===== config.mk =====
export PLATFORM = sky130hd
export DESIGN_NAME = parity_err_mon
export DESIGN_NICKNAME = d
export VERILOG_FILES = /design/src/parity_mon_pkg.sv /design/src/parity_tally.sv /design/src/parity_accum.sv /design/src/parity_err_mon.sv
export VERILOG_INCLUDE_DIRS = /design/src /design/src/src
export SDC_FILE = /design/constraint.sdc
export NUM_CORES = 1
export LEC_CHECK = 0
export BUFFER_PORTS_ARGS = -buffer_cell sky130_fd_sc_hd__buf_4
export CORE_UTILIZATION = 59
export CTS_CLUSTER_DIAMETER = 80
export CTS_CLUSTER_SIZE = 14
export DETAILED_ROUTE_END_ITERATION = 8
export GPL_ROUTABILITY_DRIVEN = 0
export HOLD_SLACK_MARGIN = 0.12
export PLACE_DENSITY = 0.85
export SETUP_SLACK_MARGIN = 0.1
export SYNTH_ARGS = -nofsm -noshare
export SYNTH_HDL_FRONTEND = slang
export SYNTH_SLANG_ARGS = --single-unit

===== constraint.sdc =====
create_clock -name clk_i -period 4.7 [get_ports clk_i]
set_input_delay 1.175 -clock clk_i [delete_from_list [all_inputs] [get_ports clk_i]]
set_output_delay 1.175 -clock clk_i [all_outputs]
set_load 0.03 [all_outputs]

===== src/parity_mon_consts.svh =====
/*
 * Register indices, field positions and reset values of the DS3 parity
 * error monitor. Assumes it is included by its bare name, once per unit.
 */
`ifndef PARITY_MON_CONSTS_SVH
`define PARITY_MON_CONSTS_SVH

// Register indices; the byte address on the bus is four times the index
`define IDX_P_LOW 8'h26
`define IDX_P_HIGH 8'h27
`define IDX_CP_LOW 8'h28
`define IDX_CP_HIGH 8'h29
`define IDX_CTRL 8'h30
`define IDX_STATUS 8'h31
`define IDX_CLEAR 8'h32
`define IDX_ENABLE 8'h33

// Widths
`define ADDR_W 10
`define CNT_W 16
`define EVT_COUNT 2

// Field positions
`define CTRL_COUNT_SYNC_LOST_BIT 0
`define EVT_P_BIT 0
`define EVT_CP_BIT 1

// Reset values
`define COUNT_RESET 16'h0000
`define CTRL_RESET 8'h00
`define EVT_RESET 2'h0

`endif


===== src/parity_mon_pkg.sv =====
/*
 * Types shared by the DS3 parity error monitor: framing modes, received
 * bit classes and the APB request and response carriers.
 * Assumes the constants header is on the include path.
 */
`include "parity_mon_consts.svh"

package parity_mon_pkg;

    // Operating mode from the framer core; 2'h2 is not a legal code
    typedef enum logic [1:0] {
        MODE_M23 = 2'h0,
        MODE_CBIT = 2'h1,
        MODE_E3 = 2'h3
    } frame_mode_type;

    // Class of a received bit as marked by the frame aligner
    typedef enum logic [2:0] {
        KIND_OTHER = 3'h0,
        KIND_INFO = 3'h1,
        KIND_P1 = 3'h2,
        KIND_P2 = 3'h3,
        KIND_CP1 = 3'h4,
        KIND_CP2 = 3'h5,
        KIND_CP3 = 3'h6
    } bit_kind_type;

    typedef struct packed {
        logic valid;
        logic value;
        bit_kind_type kind;
        logic frame_end;
    } rx_bit_type;

    typedef struct packed {
        logic psel;
        logic penable;
        logic pwrite;
        logic [`ADDR_W-1:0] paddr;
        logic [31:0] pwdata;
        logic [3:0] pstrb;
    } apb_req_type;

    typedef struct packed {
        logic [31:0] prdata;
        logic pready;
        logic pslverr;
    } apb_rsp_type;

endpackage : parity_mon_pkg


===== src/parity_tally.sv =====
/*
 * One error tally: an internal counter and its software-visible latch.
 * Assumes update_i and inc_i are single-cycle strobes on clk_i.
 */
`timescale 1ns/100ps
`include "parity_mon_consts.svh"

module parity_tally #(
    parameter int CNT_W = `CNT_W
) (
    input wire logic clk_i,
    input wire logic sys_rst_i,
    input wire logic inc_i,
    input wire logic update_i,
    output logic [CNT_W-1:0] count_o,
    output logic [CNT_W-1:0] latched_o
);
    typedef struct packed {
        logic [CNT_W-1:0] count;
        logic [CNT_W-1:0] latched;
    } tally_state_type;

    tally_state_type q;
    tally_state_type d;

    // Latch and restart on update; an error in that same cycle opens the new interval
    always_comb
    begin
        d = q;
        if (update_i)
        begin
            d.latched = q.count;
            d.count = inc_i ? CNT_W'(1) : '0;
        end
        else if (inc_i && (q.count != {CNT_W{1'b1}}))
        begin
            // Saturates rather than wraps, so a long interval never reads small
            d.count = q.count + CNT_W'(1);
        end
    end

    always_ff @(posedge clk_i or posedge sys_rst_i)
    begin
        if (sys_rst_i)
            q <= '0;
        else
            q <= d;
    end

    assign count_o = q.count;
    assign latched_o = q.latched;

endmodule : parity_tally


===== src/parity_accum.sv =====
/*
 * Running modulo-2 sum over the information bits of each received frame.
 * Assumes frame_end marks the last bit time of a frame, and that a bit
 * presented in that cycle still belongs to the ending frame.
 */
`timescale 1ns/100ps

module parity_accum
    import parity_mon_pkg::*;
(
    input wire logic clk_i,
    input wire logic sys_rst_i,
    input parity_mon_pkg::rx_bit_type rx_bit_i,
    output logic prev_par_o,
    output logic prev_valid_o
);
    typedef struct packed {
        logic run_par;
        logic prev_par;
        logic prev_valid;
    } accum_state_type;

    accum_state_type q;
    accum_state_type d;
    logic par_now;

    // Parity of the frame so far, including an information bit in this cycle
    always_comb
    begin
        d = q;
        par_now = q.run_par ^ (rx_bit_i.valid && (rx_bit_i.kind == KIND_INFO) && rx_bit_i.value);
        if (rx_bit_i.frame_end)
        begin
            // The finished frame's sum is what the next frame's parity bits carry
            d.prev_par = par_now;
            d.prev_valid = 1'b1;
            d.run_par = 1'b0;
        end
        else
        begin
            d.run_par = par_now;
        end
    end

    always_ff @(posedge clk_i or posedge sys_rst_i)
    begin
        if (sys_rst_i)
            q <= '0;
        else
            q <= d;
    end

    assign prev_par_o = q.prev_par;
    assign prev_valid_o = q.prev_valid;

endmodule : parity_accum


===== src/parity_err_mon.sv =====
/*
 * DS3 receive parity error monitor: P-bit and CP-bit parity checking,
 * two 16-bit error tallies latched on each counter update, an APB
 * register slave and a level interrupt.
 * Assumes the framer marks every received bit with its class, raises
 * frame_end once per frame, drives the sync-lost level and the mode, and
 * pulses the counter update for one cycle. All inputs are synchronous.
 */
// Functional notes
// - On each update, copy the internal P-parity counter into the readable P count.
// - The P-parity counter adds one per received frame with a P-parity error.
// - In E3 mode the P count means nothing and software ignores it.
// - A frame whose two P bits differ is a P-parity error.
// - P bits disagreeing with the preceding frame's information parity is an error.
// - A control bit picks counting or holding P errors while out of frame.
// - On each update, copy the internal CP-parity counter into the readable CP count.
// - The CP count is meaningful only in C-bit parity DS3 framing.
// - Majority vote of three CP bits against computed parity gives a CP error.
// - The same control bit picks counting or holding CP errors while out of frame.
// - P count reads as low byte at index 26h, high at 27h, reset zero.
// - CP count reads as low byte at index 28h, high at 29h, reset zero.
// - Out of frame means the framer has lost receive frame synchronization.
`timescale 1ns/100ps
`include "parity_mon_consts.svh"

module parity_err_mon
    import parity_mon_pkg::*;
#(
    parameter int CNT_W = `CNT_W
) (
    input wire logic clk_i,
    input wire logic sys_rst_i,
    input parity_mon_pkg::apb_req_type apb_req_i,
    output parity_mon_pkg::apb_rsp_type apb_rsp_o,
    input parity_mon_pkg::rx_bit_type rx_bit_i,
    input parity_mon_pkg::frame_mode_type frame_mode_i,
    input wire logic frame_sync_lost_i,
    input wire logic counter_update_i,
    output logic irq_o
);
    import parity_mon_pkg::*;

    ////////////////////////////////////////////////////////////////////////////
    // State
    ////////////////////////////////////////////////////////////////////////////

    typedef struct packed {
        apb_rsp_type rsp;
        logic [7:0] ctrl;
        logic [`EVT_COUNT-1:0] status;
        logic [`EVT_COUNT-1:0] enable;
        logic irq;
        logic p1;
        logic p2;
        logic [2:0] cp;
    } mon_state_type;

    localparam mon_state_type MON_RESET = '{
        rsp: '0,
        ctrl: `CTRL_RESET,
        status: `EVT_RESET,
        enable: `EVT_RESET,
        irq: 1'b0,
        p1: 1'b0,
        p2: 1'b0,
        cp: 3'h0
    };

    mon_state_type q;
    mon_state_type d;

    logic prev_par;
    logic prev_valid;
    logic [CNT_W-1:0] p_count;
    logic [CNT_W-1:0] p_latched;
    logic [CNT_W-1:0] cp_count;
    logic [CNT_W-1:0] cp_latched;

    logic ds3_mode;
    logic cbit_mode;
    logic count_gate;
    logic frame_eval;
    logic cp_vote;
    logic p_err;
    logic cp_err;
    logic p_inc;
    logic cp_inc;
    logic [7:0] reg_idx;
    logic bus_setup;
    logic bus_access;
    logic wr_take;
    logic [`EVT_COUNT-1:0] evt_set;
    logic [`EVT_COUNT-1:0] evt_clr;

    ////////////////////////////////////////////////////////////////////////////
    // Sub-blocks
    ////////////////////////////////////////////////////////////////////////////

    // Information-bit parity of the frame that ended last
    parity_accum u_accum (
        .clk_i(clk_i),
        .sys_rst_i(sys_rst_i),
        .rx_bit_i(rx_bit_i),
        .prev_par_o(prev_par),
        .prev_valid_o(prev_valid)
    );

    parity_tally #(.CNT_W(CNT_W)) u_p_tally (
        .clk_i(clk_i),
        .sys_rst_i(sys_rst_i),
        .inc_i(p_inc),
        .update_i(counter_update_i),
        .count_o(p_count),
        .latched_o(p_latched)
    );

    parity_tally #(.CNT_W(CNT_W)) u_cp_tally (
        .clk_i(clk_i),
        .sys_rst_i(sys_rst_i),
        .inc_i(cp_inc),
        .update_i(counter_update_i),
        .count_o(cp_count),
        .latched_o(cp_latched)
    );

    ////////////////////////////////////////////////////////////////////////////
    // Parity checks, evaluated in the frame_end cycle
    ////////////////////////////////////////////////////////////////////////////

    // Mode decode; the illegal code counts nothing at all
    assign ds3_mode = (frame_mode_i == MODE_M23) || (frame_mode_i == MODE_CBIT);
    assign cbit_mode = (frame_mode_i == MODE_CBIT);

    // Holding while out of frame keeps a resync burst out of the tallies
    assign count_gate = !frame_sync_lost_i ||
                        q.ctrl[`CTRL_COUNT_SYNC_LOST_BIT];

    // No check until one whole frame has been summed since reset
    assign frame_eval = rx_bit_i.frame_end && prev_valid;

    assign cp_vote = (q.cp[0] && q.cp[1]) || (q.cp[0] && q.cp[2]) || (q.cp[1] && q.cp[2]);

    // Parity bits must differ neither from each other nor from the sum
    assign p_err = frame_eval && ds3_mode &&
                   ((q.p1 != q.p2) ||
                    (q.p1 != prev_par) || (q.p2 != prev_par));
    assign cp_err = frame_eval && cbit_mode && (cp_vote != prev_par);

    assign p_inc = p_err && count_gate;
    assign cp_inc = cp_err && count_gate;

    ////////////////////////////////////////////////////////////////////////////
    // APB decode
    ////////////////////////////////////////////////////////////////////////////

    assign reg_idx = apb_req_i.paddr[`ADDR_W-1:2];
    assign bus_setup = apb_req_i.psel && !apb_req_i.penable;
    assign bus_access = apb_req_i.psel && apb_req_i.penable && q.rsp.pready;
    // Errors are judged at setup, so a refused write never lands
    assign wr_take = bus_access && apb_req_i.pwrite && !q.rsp.pslverr && apb_req_i.pstrb[0];

    assign evt_set = {cp_err, p_err};
    assign evt_clr = (wr_take && (reg_idx == `IDX_CLEAR)) ?
                     apb_req_i.pwdata[`EVT_COUNT-1:0] : `EVT_RESET;

    ////////////////////////////////////////////////////////////////////////////
    // Next state
    ////////////////////////////////////////////////////////////////////////////

    always_comb
    begin
        d = q;

        // Capture the overhead bits of the current frame as they pass
        if (rx_bit_i.valid)
        begin
            unique case (rx_bit_i.kind)
                KIND_OTHER, KIND_INFO: d.p1 = q.p1;
                KIND_P1: d.p1 = rx_bit_i.value;
                KIND_P2: d.p2 = rx_bit_i.value;
                KIND_CP1: d.cp[0] = rx_bit_i.value;
                KIND_CP2: d.cp[1] = rx_bit_i.value;
                KIND_CP3: d.cp[2] = rx_bit_i.value;
                default: d.p1 = q.p1;
            endcase
        end

        // Zero wait states: ready rises in the access cycle, for one cycle
        d.rsp.pready = 1'b0;
        if (bus_setup)
        begin
            d.rsp.pready = 1'b1;
            d.rsp.pslverr = 1'b0;
            d.rsp.prdata = 32'h0000_0000;
            if (apb_req_i.paddr[1:0] != 2'h0)
            begin
                d.rsp.pslverr = 1'b1;
            end
            else if (apb_req_i.pwrite)
            begin
                // Only control, clear and enable take writes
                d.rsp.pslverr = !((reg_idx == `IDX_CTRL) || (reg_idx == `IDX_CLEAR) ||
                                  (reg_idx == `IDX_ENABLE));
            end
            else
            begin
                unique case (reg_idx)
                    `IDX_P_LOW: d.rsp.prdata = {24'h00_0000, p_latched[7:0]};
                    `IDX_P_HIGH: d.rsp.prdata = {24'h00_0000, p_latched[15:8]};
                    `IDX_CP_LOW: d.rsp.prdata = {24'h00_0000, cp_latched[7:0]};
                    `IDX_CP_HIGH: d.rsp.prdata = {24'h00_0000, cp_latched[15:8]};
                    `IDX_CTRL: d.rsp.prdata = {24'h00_0000, q.ctrl};
                    `IDX_STATUS: d.rsp.prdata = {30'h0000_0000, q.status};
                    `IDX_CLEAR: d.rsp.prdata = 32'h0000_0000;
                    `IDX_ENABLE: d.rsp.prdata = {30'h0000_0000, q.enable};
                    default: d.rsp.pslverr = 1'b1;
                endcase
            end
        end

        // Register writes take effect on the access edge only
        if (wr_take && (reg_idx == `IDX_CTRL))
        begin
            d.ctrl = {7'h00, apb_req_i.pwdata[`CTRL_COUNT_SYNC_LOST_BIT]};
        end
        if (wr_take && (reg_idx == `IDX_ENABLE))
        begin
            d.enable = apb_req_i.pwdata[`EVT_COUNT-1:0];
        end

        // Sticky events; a detection in the clearing cycle survives
        d.status = (q.status & ~evt_clr) | evt_set;

        // Interrupt follows the registered status, so it comes from a flop
        d.irq = |(d.status & d.enable);
    end

    always_ff @(posedge clk_i or posedge sys_rst_i)
    begin
        if (sys_rst_i)
            q <= MON_RESET;
        else
            q <= d;
    end

    assign apb_rsp_o = q.rsp;
    assign irq_o = q.irq;
endmodule : parity_err_mon


* Word-level counts from Yosys, hierarchy flattened
Index checks and enable logic that the tools add are counted.
** Storage, ports and cells
- Bits in registers :: 88
- Logic and storage cells :: 109
- Input bits :: 61
- Output and inout port bits :: 35
** Cells by class
- $add $sub $neg :: 2
- Equal/unequal tests :: 21
- Reduce and logical (&&, ||, !) cells :: 46
- Bitwise operators :: 5
- Muxes and demuxes :: 16
** Operators with widths (number)
- 8-bit by 6-bit == test with 1-bit output, second input constant :: 8
- 16-bit two-way mux :: 4
- 8-bit one-hot mux with 7 select lines :: 1
- 16-bit by 1-bit adder with 16-bit output, second input constant :: 2
- 16-bit inequality test, second input constant :: 2
- 1-bit logical AND :: 23
- 8-bit two-way mux :: 2
- 2-bit AND reduction :: 5
- 3-bit == test, second input constant :: 3
- 1-bit logical OR :: 8
- 8-bit OR reduction :: 1
- 3-bit by 2-bit == test with 1-bit output, second input constant :: 2
- 1-bit two-way mux :: 6
- 2-bit two-way mux :: 3
- 2-bit nonzero test :: 3
- 2-bit AND :: 2
- 1-bit logical NOT :: 4
- 1-bit inequality test :: 4
- 3-bit by 1-bit == test with 1-bit output, second input constant :: 1
- 2-bit by 1-bit == test with 1-bit output, second input constant :: 1
- 2-bit logical NOT :: 1
- 2-bit inverter :: 1
- 2-bit OR :: 1
- 2-bit OR reduction :: 1
- 1-bit XOR :: 1

* Longest topological paths before layout
Gate-level depths: netlist (run 1).
- Depth after elaboration :: 12
- Depth in mapped cells :: 7
- Gate-level depth less buffers :: 6

* Hierarchy
A second synthesis (run 1) with hierarchy kept.
** Second synthesis, totals
- Cells, all modules :: 467
- Area total of the unflattened synthesis :: 4929.7 um^2
** Modules (own cells, without submodules)
- parity_tally :: seq. area each 800.8 um^2, times used 2, cells an instance 135, area an instance 1570.3 um^2
- parity_err_mon :: seq. area each 525.5 um^2, times used 1, cells an instance 185, area an instance 1656.6 um^2
- parity_accum :: seq. area each 75.1 um^2, times used 1, cells an instance 12, area an instance 132.6 um^2

* Worst setup path before layout (run 1)
Ideal clock, no wire load.
- Path kind :: input port to flip-flop
- From :: input port apb_req_i[39] in the netlist's numbering
- To :: register q (netlist bit apb_rsp_o[2])
- Setup time :: 67 ps
- Required time :: 4633 ps
- Stages on the path :: 6
- Data arrival time :: 2933 ps
- Slack :: 1700 ps
- Buffers on the path :: 1
- Path through :: buf_6 -> or3b_1 -> a21o_1 -> a2111o_1 -> a2111oi_4 -> a22o_1
** Between the ends
- Word-level cells in the longest chain between the ends :: 4
- Elaborated cells between the ends (all ways) :: 10
- Those cells by class :: eq/ne (7); mux (3)
** Ends and longest elaborated chain
- start: declaration :: RTL line parity_err_mon.sv:33 : input parity_mon_pkg::apb_req_type apb_req_i,
- 8-bit by 6-bit == test with 1-bit output :: RTL line parity_err_mon.sv:207 : unique case (reg_idx)
- 8-bit one-hot mux with 7 select lines (*) :: RTL line parity_err_mon.sv:207
- 8-bit two-way mux (*) :: RTL line parity_err_mon.sv:199 : else if (apb_req_i.pwrite)
- 8-bit two-way mux (*) :: RTL line parity_err_mon.sv:195 : if (apb_req_i.paddr[1:0] != 2'h0)
- end signal: assignment :: RTL line parity_err_mon.sv:241 : q <= MON_RESET;
- end signal: assignment :: RTL line parity_err_mon.sv:243 : q <= d;
- end: declaration :: RTL line parity_err_mon.sv:69 : mon_state_type q;
Every way passes the cells marked *; elsewhere a longest branch is shown, timed or not.
A chain may end at the register's enable or synchronous reset.

* Final worst setup path (run 1)
- From :: input port frame_mode_i[1]
- To :: register u_cp_tally.q (netlist bit u_cp_tally.count_o[5])
** Between the ends
- Word-level cells in the longest chain between the ends :: 6
** Ends and longest elaborated chain
- start: declaration :: RTL line parity_err_mon.sv:36 : input parity_mon_pkg::frame_mode_type frame_mode_i,
- 2-bit by 1-bit == test with 1-bit output :: RTL line parity_err_mon.sv:132 : assign cbit_mode = (frame_mode_i == MODE_CBIT);
- 1-bit logical AND (2 in series) :: RTL line parity_err_mon.sv:147 : assign cp_err = frame_eval && cbit_mode && (cp_vote != prev_par);
- 1-bit logical AND :: RTL line parity_err_mon.sv:150 : assign cp_inc = cp_err && count_gate;
- 1-bit logical AND :: RTL line parity_tally.sv:35 : else if (inc_i && (q.count != {CNT_W{1'b1}}))
- 2-bit nonzero test (no source line)
- end signal: assignment :: RTL line parity_tally.sv:45 : q <= '0;
- end signal: assignment :: RTL line parity_tally.sv:47 : q <= d;
- end: declaration :: RTL line parity_tally.sv:23 : tally_state_type q;
No other way between the ends.

==> flow_metrics.py, run 1 <==
metrics = {
    "worst_hold_path": {
        "hp-class": "reg -> reg",
        "min_delay_path_depth": 1,
        "hold_path.startpoint": "u_accum.prev_valid_o$_DFFE_PP0P_",
        "hold_end": "u_accum.prev_valid_o$_DFFE_PP0P_",
    },
    "finish": {
        "final_util_pct": 65.8,
        "drive_gt1_share_pct": 23.4,
        "syn2layout_area_growth_pct": 8.31,
        "fillers": 595,
        "num_antenna_cells": 0,
        "multi_input_area_sq_um": 2180,
        "seqCellArea_sq_um": 2200,
        "nNetsFinal": 523,
    },
    "cts": {
        "cts_buffer_depth": 2,
        "clock_latency_ns": 0.36,
        "tritoncts": "yes",
        "cts_resized": 0,
        "postCtsSetupBuffers": 0,
        "root_buffer": "clkbuf_8",
        "cts_made_buffers": 9,
        "h-tree-depth": 3,
        "holdBufCountCts": 0,
        "path_clk_slew_ns": 0.10,
        "clock_sinks": 88,
    },
    "setup_path": {
        "critPathRequiredTime_ns": 4.97,
        "worstSetupPathType": "in -> reg",
        "path_delay_family": "simple AND/OR/NAND/NOR gates",
        "ff2ff_path_depth": 5,
        "path_max_fanout": 8,
        "cp.arrival_ns": 3.17,
        "path_cells": "buf_4 -> and3b_1 -> nand3_1 -> or3_1 -> or4_1 -> a21oi_1",
        "crit_buf_inv": 1,
        "reg2reg_slack_ns": 2.30,
        "timing.rr.start": "q[0]$_DFFE_PP0P_",
        "critPathLaunch": "frame_mode_i[1]",
        "cpPeakStageDelay_ns": 0.55,
        "rr_endpoint": "u_cp_tally.count_o[5]$_DFFE_PP0P_",
        "cp-start-kind": "primary input",
        "crit_cells": 6,
        "end_kind": "flip-flop",
        "crit_slowest_cell": "or4_1",
    },
    "sta": {
        "postLayoutSetupSlackWorst_ns": 1.80,
        "fmax_mhz": 344,
        "hold_viol": 0,
        "fin_crit_sh_pct": 61.8,
        "worst_slew_pin_slew_ns": 1.10,
        "rsz0062_at_grt": "no",
        "slew_violations": 0,
        "skew_ns": 0.0117,
        "slew_headroom_pct": 26.5,
        "fin_crit_ns": 2.90,
        "setup_viol": 0,
        "tns_ns": 0,
    },
    "power_and_ir_drop": {
        "leakagePower_nw": 2.26,
        "peakVddDrop_mv": 0.169,
        "p_per_area_nw_per_um2": 295,
    },
    "synthesis": {
        "synth.top_cell.area_share_pct": 47.2,
        "synth_flop_cell": "dfrtp_1",
        "synth-seq-area-share_pct": 47.2,
        "syn_area_sq_um": 4670,
        "ys_ff_latch": 88,
        "ys_types": 54,
        "synth_edf_count": 0,
        "synth_warnings": 0,
        "syn_avg_cell_area_sq_um": 10.6,
        "async_flop_share_pct": 100,
        "syn_inst": 439,
        "synth_area_leader_cell": "dfrtp_1",
        "netlist_top_cells_area": "dfrtp_1 (47%), mux2_2 (11%), buf_4 (5.5%)",
    },
    "global_routing": {
        "grt_overflow": 0,
        "track_usage_pct": 24.6,
        "grt_max_degree": 73,
        "grt_pass1_wl_um": 15900,
        "grt_pass1_vias": 3283,
        "antenna_found_initial": 0,
    },
    "die": {
        "start_util_pct": 60.7,
        "core_sq_um": 7690,
        "die_area_sq_um": 8270,
        "die_h_um": 91.0,
        "rows": 32,
        "die_w_um": 91.0,
        "io-pin-count": 96,
    },
    "route": {
        "drc": 0,
        "drtIter0Drc": 289,
        "viasPerCell": 5.94,
        "dr.pass1.iters": 5,
        "num_vias": 3368,
        "ant_nets": 0,
        "drt-total-wl_um": 9380,
        "wl_per_cell_um": 16.5,
    },
    "placed_design": {
        "pre_cts_ws_ns": 1.43,
        "post-dp-hpwl_um": 6660,
        "portBuffers": 38,
    },
    "run_status": {
        "status": "completed",
    },
    "flow_run": {
        "maxCapViolations": 0,
    },
}
through the flow:
stage               hold slack [ns]  instances  instance area, sq um  total power, mW
floorplan                     0.452        462                  4760            0.931
global placement              0.468        551                  4850            0.956
detailed placement            0.486        551                  4850            0.962
CTS                           0.509        567                  5060             1.50
global route                  0.529        567                  5060             1.56
finish                        0.502        567                  5060             1.49
sequential cells by signal (all words and copies together) (netlist names):
| register | cells |
|---|---|
| u_accum.prev_valid_o | 1 |
| u_p_tally.count_o | 16 |
| u_p_tally.latched_o | 16 |
| irq_o | 1 |
| u_cp_tally.count_o | 16 |
| q | 10 |
| u_accum.prev_par_o | 1 |
| u_accum.q | 1 |
| u_cp_tally.latched_o | 16 |
| apb_rsp_o | 10 |
worst max-delay path by stage:
| stage | endpoint | slack, ns |
|---|---|---|
| detailed placement | u_cp_tally.count_o[5]$_DFFE_PP0P_ | 1.43 |
| global route | u_cp_tally.count_o[5]$_DFFE_PP0P_ | 1.74 |
| CTS | u_cp_tally.count_o[5]$_DFFE_PP0P_ | 1.81 |
| floorplan | apb_rsp_o[0]$_DFFE_PP0P_ | 1.25 |
| global placement | irq_o$_DFF_PP0_ | 1.48 |
| finish | u_cp_tally.count_o[5]$_DFFE_PP0P_ | 1.80 |
cells by family (layout without fill, tap and decap cells):
family / after synthesis / in the layout / share of synthesized area [%]
AO/OA/AOI/OAI: 78 / 78 / 11.7
XOR/XNOR: 3 / 3 / 0.563
adder cells (fa/ha/maj): 3 / 3 / 0.750
buffers and inverters: 64 / 67 / 8.06
flip-flops: 88 / 88 / 47.2
multiplexers: 65 / 65 / 15.1
other: 1 / 24 / 0.0803
AND/OR/NAND/NOR: 137 / 137 / 16.6
layout make-up:
class                           count  area share (%)
Sequential cell                    88            43.5
Multi-Input combinational cell    310            43.0
Timing Repair Buffer               39            5.79
Clock buffer                       10            2.72
Tap cell                          102            2.52
Clock inverter                      6            1.46
Inverter                           12           0.915
metal layers:
metal | vias to the layer above | share of wire [%] | track usage, %
met3 | 14 | 6.0 | 5.44
li1 | 1602 | - | -
met4 | 0 | 2.0 | 9.13
met2 | 120 | 47 | 38.8
met5 | - | 0 | 0
met1 | 1632 | 45 | 33.4
Yosys cell counts, types with 3 or more instances:
library cell  number
o21ai_0            9
o22ai_1            8
a21o_1             3
a21oi_1           21
nand2b_1           5
nor4_1             7
nand2_1           20
o31ai_1            8
nor2b_1            7
and4_1             5
and2_1             3
or3_1              9
buf_4             34
nand4_1            3
nand3_1           25
nor2_1            21
or2_2              4
mux2_2            45
nand4b_1           3
nand3b_1           4
a31oi_1            3
inv_1             12
clkbuf_1          15
and3_1             4
mux2i_1           20
xnor2_1            3
dfrtp_1           88
a22o_1            10
or4_1              7
layout by cell type, fill, tap and decap left out, types with 4 or more instances in the layout:
master and count:
dfrtp_1 88, mux2_2 45, buf_4 39, nand3_1 25, conb_1 24, a21oi_1 21, nor2_1 21, nand2_1 20
mux2i_1 20, inv_1 11, a22o_1 10, clkbuf_8 10, or3_1 9, o21ai_0 9, o31ai_1 8, o22ai_1 8
nor4_1 7, nor2b_1 7, or4_1 7, nand2b_1 5, and4_1 5, and3_1 4, nand3b_1 4, or2_2 4
report_power, final:
part	switching, mW	internal [mW]
sequential	0.0126	0.775
clock	0.279	0.267
combinational	0.104	0.0552
total	0.396	1.10
(Power assumes the default switching activity.)
==> run 2, diff against run 1 <==
- ABC_AREA: unset -> 1
- CORE_UTILIZATION: 59 -> 56
- PLACE_DENSITY: 0.85 -> 0.81
- clock period: 4.7 -> 2.8 ns (I/O delays scaled with it)
==> flow_metrics.py, run 2 <==
metrics = {
    "global_routing": {
        "track_usage_pct": 25.1,
        "grt_pass1_vias": 4198,
        "grt_pass1_wl_um": 19100,
        "grt_max_degree": 44,
        "antenna_found_initial": 0,
        "grt_overflow": 0,
    },
    "finish": {
        "syn2layout_area_growth_pct": 8.40,
        "num_antenna_cells": 0,
        "final_common_cell": "nand2_1",
        "nNetsFinal": 790,
        "drive_gt1_share_pct": 10.4,
        "final_cell_mix": "nand2_1 (227), dfrtp_1 (88), nand3_1 (83)",
    },
    "synthesis": {
        "async_flop_share_pct": 100,
        "synth-seq-area-share_pct": 43.9,
        "syn_inst": 699,
        "synth_warnings": 0,
        "synth_area_leader_cell": "dfrtp_1",
        "ys_types": 29,
        "synth.cells.most_frequent": "nand2_1 (227), dfrtp_1 (88), nand3_1 (83), nor2_1 (78), inv_1 (61)",
        "syn_area_sq_um": 5020,
        "synth.most_common_cell": "nand2_1",
        "synth.top_cell.area_share_pct": 43.9,
        "syn_avg_cell_area_sq_um": 7.18,
        "synth_edf_count": 0,
        "netlist_top_cells_area": "dfrtp_1 (44%), nand2_1 (17%), nand3_1 (8.3%)",
        "ys_ff_latch": 88,
        "synth_flop_cell": "dfrtp_1",
    },
    "sta": {
        "tns_ns": 0,
        "whs_ns": 0.404,
        "setup_viol": 0,
        "postLayoutSetupSlackWorst_ns": 0.774,
        "slew_violations": 0,
        "fmax_mhz": 494,
        "hold_viol": 0,
        "worst_slew_pin_slew_ns": 0.708,
        "fin_crit_ns": 2.03,
        "rsz0062_at_grt": "no",
        "skew_ns": 0.0160,
        "fin_crit_sh_pct": 72.4,
        "slew_headroom_pct": 52.7,
    },
    "cts": {
        "clock_sinks": 88,
        "path_clk_slew_ns": 0.11,
        "tritoncts": "yes",
        "h-tree-depth": 3,
        "cts_buffer_depth": 2,
        "cts_made_buffers": 9,
        "cts_resized": 0,
        "postCtsSetupBuffers": 0,
        "clock_latency_ns": 0.37,
        "root_buffer": "clkbuf_8",
        "holdBufCountCts": 0,
    },
    "setup_path": {
        "path_max_fanout": 17,
        "end_kind": "flip-flop",
        "crit_slowest_cell": "dfrtp_1",
        "cp.arrival_ns": 2.28,
        "critPathRequiredTime_ns": 3.05,
        "worstSetupPathType": "reg -> reg",
        "reg2reg_slack_ns": 0.77,
        "cp-start-kind": "flip-flop",
        "cpPeakStageDelay_ns": 0.42,
        "path_cells": "ha_1 -> inv_1 -> nor2_2 -> nand4_1 -> nand2_2 -> nand2_2 -> nand2_1 -> nand2_1",
        "timing.rr.start": "u_cp_tally.count_o[1]$_DFFE_PP0P_",
        "rr_endpoint": "u_cp_tally.count_o[7]$_DFFE_PP0P_",
        "ff2ff_path_depth": 8,
    },
    "run_status": {
        "status": "completed",
    },
    "route": {
        "drc": 0,
        "num_vias": 4520,
        "drtIter0Drc": 331,
        "viasPerCell": 5.38,
        "ant_nets": 0,
        "wl_per_cell_um": 13.2,
        "dr.pass1.iters": 5,
        "drt-total-wl_um": 11100,
    },
    "die": {
        "die_area_sq_um": 9350,
        "die_h_um": 96.7,
        "start_util_pct": 57.6,
        "core_sq_um": 8720,
        "rows": 34,
        "die_w_um": 96.7,
        "io-pin-count": 96,
    },
    "power_and_ir_drop": {
        "finalPower_mw": 2.44,
        "leakagePower_nw": 2.75,
        "peakVddDrop_mv": 0.207,
        "p_per_area_nw_per_um2": 449,
    },
    "placed_design": {
        "post-dp-hpwl_um": 8190,
        "portBuffers": 38,
        "pre_cts_ws_ns": 0.638,
    },
    "worst_hold_path": {
        "hp-class": "in -> async",
    },
    "flow_run": {
        "maxCapViolations": 0,
    },
}
-- run 2: changes by cell type in the layout (fill, tap and decap cells not counted), moves of 9 or more --
cell	previous run	this run
a22o_1	10	0
a21oi_1	21	4
nand4_1	3	12
mux2_2	45	0
nor2_1	21	78
o21ai_0	9	48
nand3_1	25	83
xor2_1	0	17
inv_1	11	60
mux2i_1	20	0
or3_1	9	0
nand2_1	20	227
-- run 2: per-stage QoR --
stage,utilization (%),instances,area (sq um)
after floorplan,-,722,5110
after global placement,60.3,824,5260
after detailed placement,60.3,824,5260
after CTS,62.4,840,5440
after global routing,62.4,840,5440
final,62.4,840,5440
-- run 2: worst max path at each step --
stage	start	end	slack, ns	cells after the start
after floorplan	sys_rst_i	apb_rsp_o[0]$_DFFE_PP0P_	1.08	1
after global placement	counter_update_i	u_cp_tally.count_o[0]$_DFFE_PP0P_	0.67	5
after detailed placement	counter_update_i	u_p_tally.count_o[10]$_DFFE_PP0P_	0.64	5
after CTS	u_cp_tally.count_o[1]$_DFFE_PP0P_	u_cp_tally.count_o[7]$_DFFE_PP0P_	0.77	8
after global routing	u_cp_tally.count_o[0]$_DFFE_PP0P_	u_cp_tally.count_o[11]$_DFFE_PP0P_	0.63	8
final	u_cp_tally.count_o[1]$_DFFE_PP0P_	u_cp_tally.count_o[7]$_DFFE_PP0P_	0.77	8
-- run 2: metal layers --
| layer | share of wire [%] | up-vias | GRT usage, % |
|---|---|---|---|
| met5 | 0 | - | 0 |
| met4 | 1.5 | 0 | 8.84 |
| met3 | 5.8 | 17 | 3.54 |
| met2 | 47 | 168 | 40.7 |
| met1 | 46 | 2122 | 34.6 |
| li1 | - | 2213 | - |
-- run 2: final cells by class --
class	count	area, sq um
clock buffers	9	124
clock inverters	7	62.6
fillers	783	3280
inverters	64	249
multi-input cells	519	2320
flip-flops and latches	88	2200
well taps	108	135
repair buffers	45	350
-- run 2: power by group --
| group | switching (mW) | leakage [nW] | internal [mW] | total [mW] |
|---|---|---|---|---|
| clock network | 0.518 | 0.0863 | 0.341 | 0.859 |
| logic | 0.192 | 1.48 | 0.0714 | 0.263 |
| registers | 0.0220 | 1.19 | 1.30 | 1.32 |
-- run 2: critical path, delay by kind of cell, from the launching register on --
kind	cells	cell delay, ns
flops	1	0.42
buf+inv	1	0.08
simple gates	6	1.17
fa+ha+maj	1	0.25
-- run 2: kinds of logic (layout without fill, tap and decap cells) --
kind of cell / Yosys count / count (layout) / share of synthesized area [%]
xor+xnor: 18 / 18 / 3.14
simple gates: 415 / 415 / 34.7
other cells: 1 / 24 / 0.0747
flops: 88 / 88 / 43.9
buf+inv: 115 / 125 / 11.7
fa+ha+maj: 2 / 2 / 0.498
compound gates: 60 / 60 / 6.08
==> run 3, diff against run 2 <==
- CORE_UTILIZATION: 56 -> 51
- PLACE_DENSITY: 0.81 -> 0.77
- clock period: 2.8 -> 1.7 ns (I/O delays scaled with it)
==> flow_metrics.py, run 3 (synthesis results as in run 2) <==
metrics = {
    "run_status": {
        "status": "completed",
    },
    "global_routing": {
        "grt_pass1_vias": 4387,
        "grt_pass1_wl_um": 19900,
        "track_usage_pct": 24.9,
        "antenna_found_initial": 0,
        "grt_max_degree": 43,
        "grt_overflow": 0,
    },
    "route": {
        "dr.pass1.iters": 6,
        "num_vias": 4613,
        "wl_per_cell_um": 13.5,
        "drtIter0Drc": 332,
        "ant_nets": 0,
        "viasPerCell": 5.23,
        "drt-total-wl_um": 11900,
        "drc": 0,
    },
    "worst_hold_path": {
        "hold_end": "apb_rsp_o[1]$_DFF_PP0_",
        "hold_path.startpoint": "apb_req_i[47]",
        "min_delay_path_depth": 2,
        "hp-class": "in -> reg",
    },
    "setup_path": {
        "path_cells": "ha_4 -> nand3_4 -> nor3_4 -> nand2_1 -> nand2_2 -> nand2_4 -> clkinv_8 -> nand2_1 -> o21ai_0",
        "path_max_fanout": 19,
        "cp_common_cell": "nand2_1",
        "critPathRequiredTime_ns": 1.99,
        "worstSetupPathType": "reg -> reg",
        "end_kind": "flip-flop",
        "reg2reg_slack_ns": 0.20,
        "path_delay_family": "simple AND/OR/NAND/NOR gates",
        "cpPeakStageDelay_ns": 0.42,
        "cp-start-kind": "flip-flop",
        "cp.arrival_ns": 1.79,
        "ff2ff_path_depth": 9,
        "critPathLaunch": "u_p_tally.count_o[1]$_DFFE_PP0P_",
        "crit_slowest_cell": "dfrtp_1",
        "crit_buf_inv": 1,
        "rr_endpoint": "u_p_tally.count_o[11]$_DFFE_PP0P_",
        "timing.rr.start": "u_p_tally.count_o[1]$_DFFE_PP0P_",
    },
    "sta": {
        "slew_violations": 0,
        "fin_crit_sh_pct": 88.1,
        "whs_ns": 0.232,
        "rsz0062_at_grt": "no",
        "hold_viol": 0,
        "skew_ns": 0.0132,
        "fin_crit_ns": 1.50,
        "tns_ns": 0,
        "setup_viol": 0,
        "fmax_mhz": 668,
    },
    "cts": {
        "clock_sinks": 88,
        "cts_made_buffers": 9,
        "tritoncts": "yes",
        "clock_latency_ns": 0.37,
        "root_buffer": "clkbuf_8",
        "cts_buffer_depth": 2,
        "h-tree-depth": 3,
        "path_clk_slew_ns": 0.10,
    },
    "power_and_ir_drop": {
        "p_comb_share_pct": 12.0,
        "p_per_area_nw_per_um2": 709,
        "p_sw_mw": 1.22,
        "peakVddDrop_mv": 0.396,
        "leakagePower_nw": 2.90,
        "power.share.clock_pct": 34.7,
        "intPower_mw": 2.85,
        "finalPower_mw": 4.08,
        "seqPwrFrac_pct": 53.3,
        "swShare_pct": 30.0,
    },
    "finish": {
        "multi_input_area_sq_um": 2380,
        "syn2layout_area_growth_pct": 14.5,
        "fillers": 822,
        "final_cell_mix": "nand2_1 (226), dfrtp_1 (86), nand3_1 (82)",
        "final_util_pct": 61.3,
        "num_antenna_cells": 0,
        "nNetsFinal": 811,
        "drive_gt1_share_pct": 14.2,
        "seqCellArea_sq_um": 2200,
        "final_common_cell": "nand2_1",
    },
    "die": {
        "start_util_pct": 53.6,
        "core_sq_um": 9370,
        "rows": 35,
        "die_h_um": 101,
        "die_w_um": 101,
        "io-pin-count": 96,
        "die_area_sq_um": 10200,
    },
    "placed_design": {
        "post-dp-hpwl_um": 8700,
        "portBuffers": 38,
    },
    "flow_run": {
        "maxCapViolations": 0,
    },
}
## run 3: area by class of cell
cell class	count	share of cell area, %
inverters	64	4.46
clock buffers	9	2.15
multi-input cells	519	41.5
well taps	129	2.81
clock inverters	7	1.07
repair buffers	66	9.66
flip-flops and latches	88	38.4
## run 3: power groups by stage
stage | sequential, mW | clock, mW | combinational, mW
floorplan | 2.21 | 0 | 0.349
detailed placement | 2.21 | 0 | 0.465
CTS | 2.17 | 1.42 | 0.469
global route | 2.18 | 1.52 | 0.546
global placement | 2.21 | 0 | 0.452
finish | 2.17 | 1.41 | 0.489
## run 3: metrics by stage
stage / instances / setup slack [ns] / instance area, sq um
floorplan: 722 / 0.179 / 5110
global placement: 861 / 0.0474 / 5440
detailed placement: 861 / -0.0355 / 5440
CTS: 878 / 0.102 / 5640
global route: 882 / 0.0704 / 5750
finish: 882 / 0.202 / 5750
## run 3: worst max-delay path by stage
stage                                              end  slack [ns]  depth (start not counted)
detailed placement            apb_rsp_o[9]$_DFFE_PP0P_       -0.04                          8
finish               u_p_tally.count_o[11]$_DFFE_PP0P_        0.20                          9
floorplan            u_p_tally.count_o[14]$_DFFE_PP0P_        0.18                          9
global route        u_cp_tally.count_o[15]$_DFFE_PP0P_        0.07                          9
global placement              apb_rsp_o[7]$_DFFE_PP0P_        0.05                          8
CTS                  u_p_tally.count_o[11]$_DFFE_PP0P_        0.10                          8
## run 3: per-layer routing
| layer | track usage, % | up-vias | routed length (um) |
|---|---|---|---|
| li1 | - | 2261 | - |
| met4 | 9.70 | 0 | 254 |
| met1 | 33.6 | 2179 | 5360 |
| met5 | 0 | - | 0 |
| met3 | 4.90 | 20 | 633 |
| met2 | 39.6 | 153 | 5650 |
## run 3: timing repair
item | CTS | global route
hold endpoints to repair | 14 | 0
endpoints found under the setup margin | 6 | 32
hold buffers | 1 | 0
gates resized for setup | 2 | 18
pin swaps | 0 | 5
buffers inserted | 0 | 4
## run 3: worst register-to-register path, delay by kind of cell (launching register included)
family | cells | cell delay (ns)
AND/OR/NAND/NOR | 6 | 0.64
flip-flops | 1 | 0.42
adder cells (fa/ha/maj) | 1 | 0.18
buffers and inverters | 1 | 0.11
AO/OA/AOI/OAI | 1 | 0.07
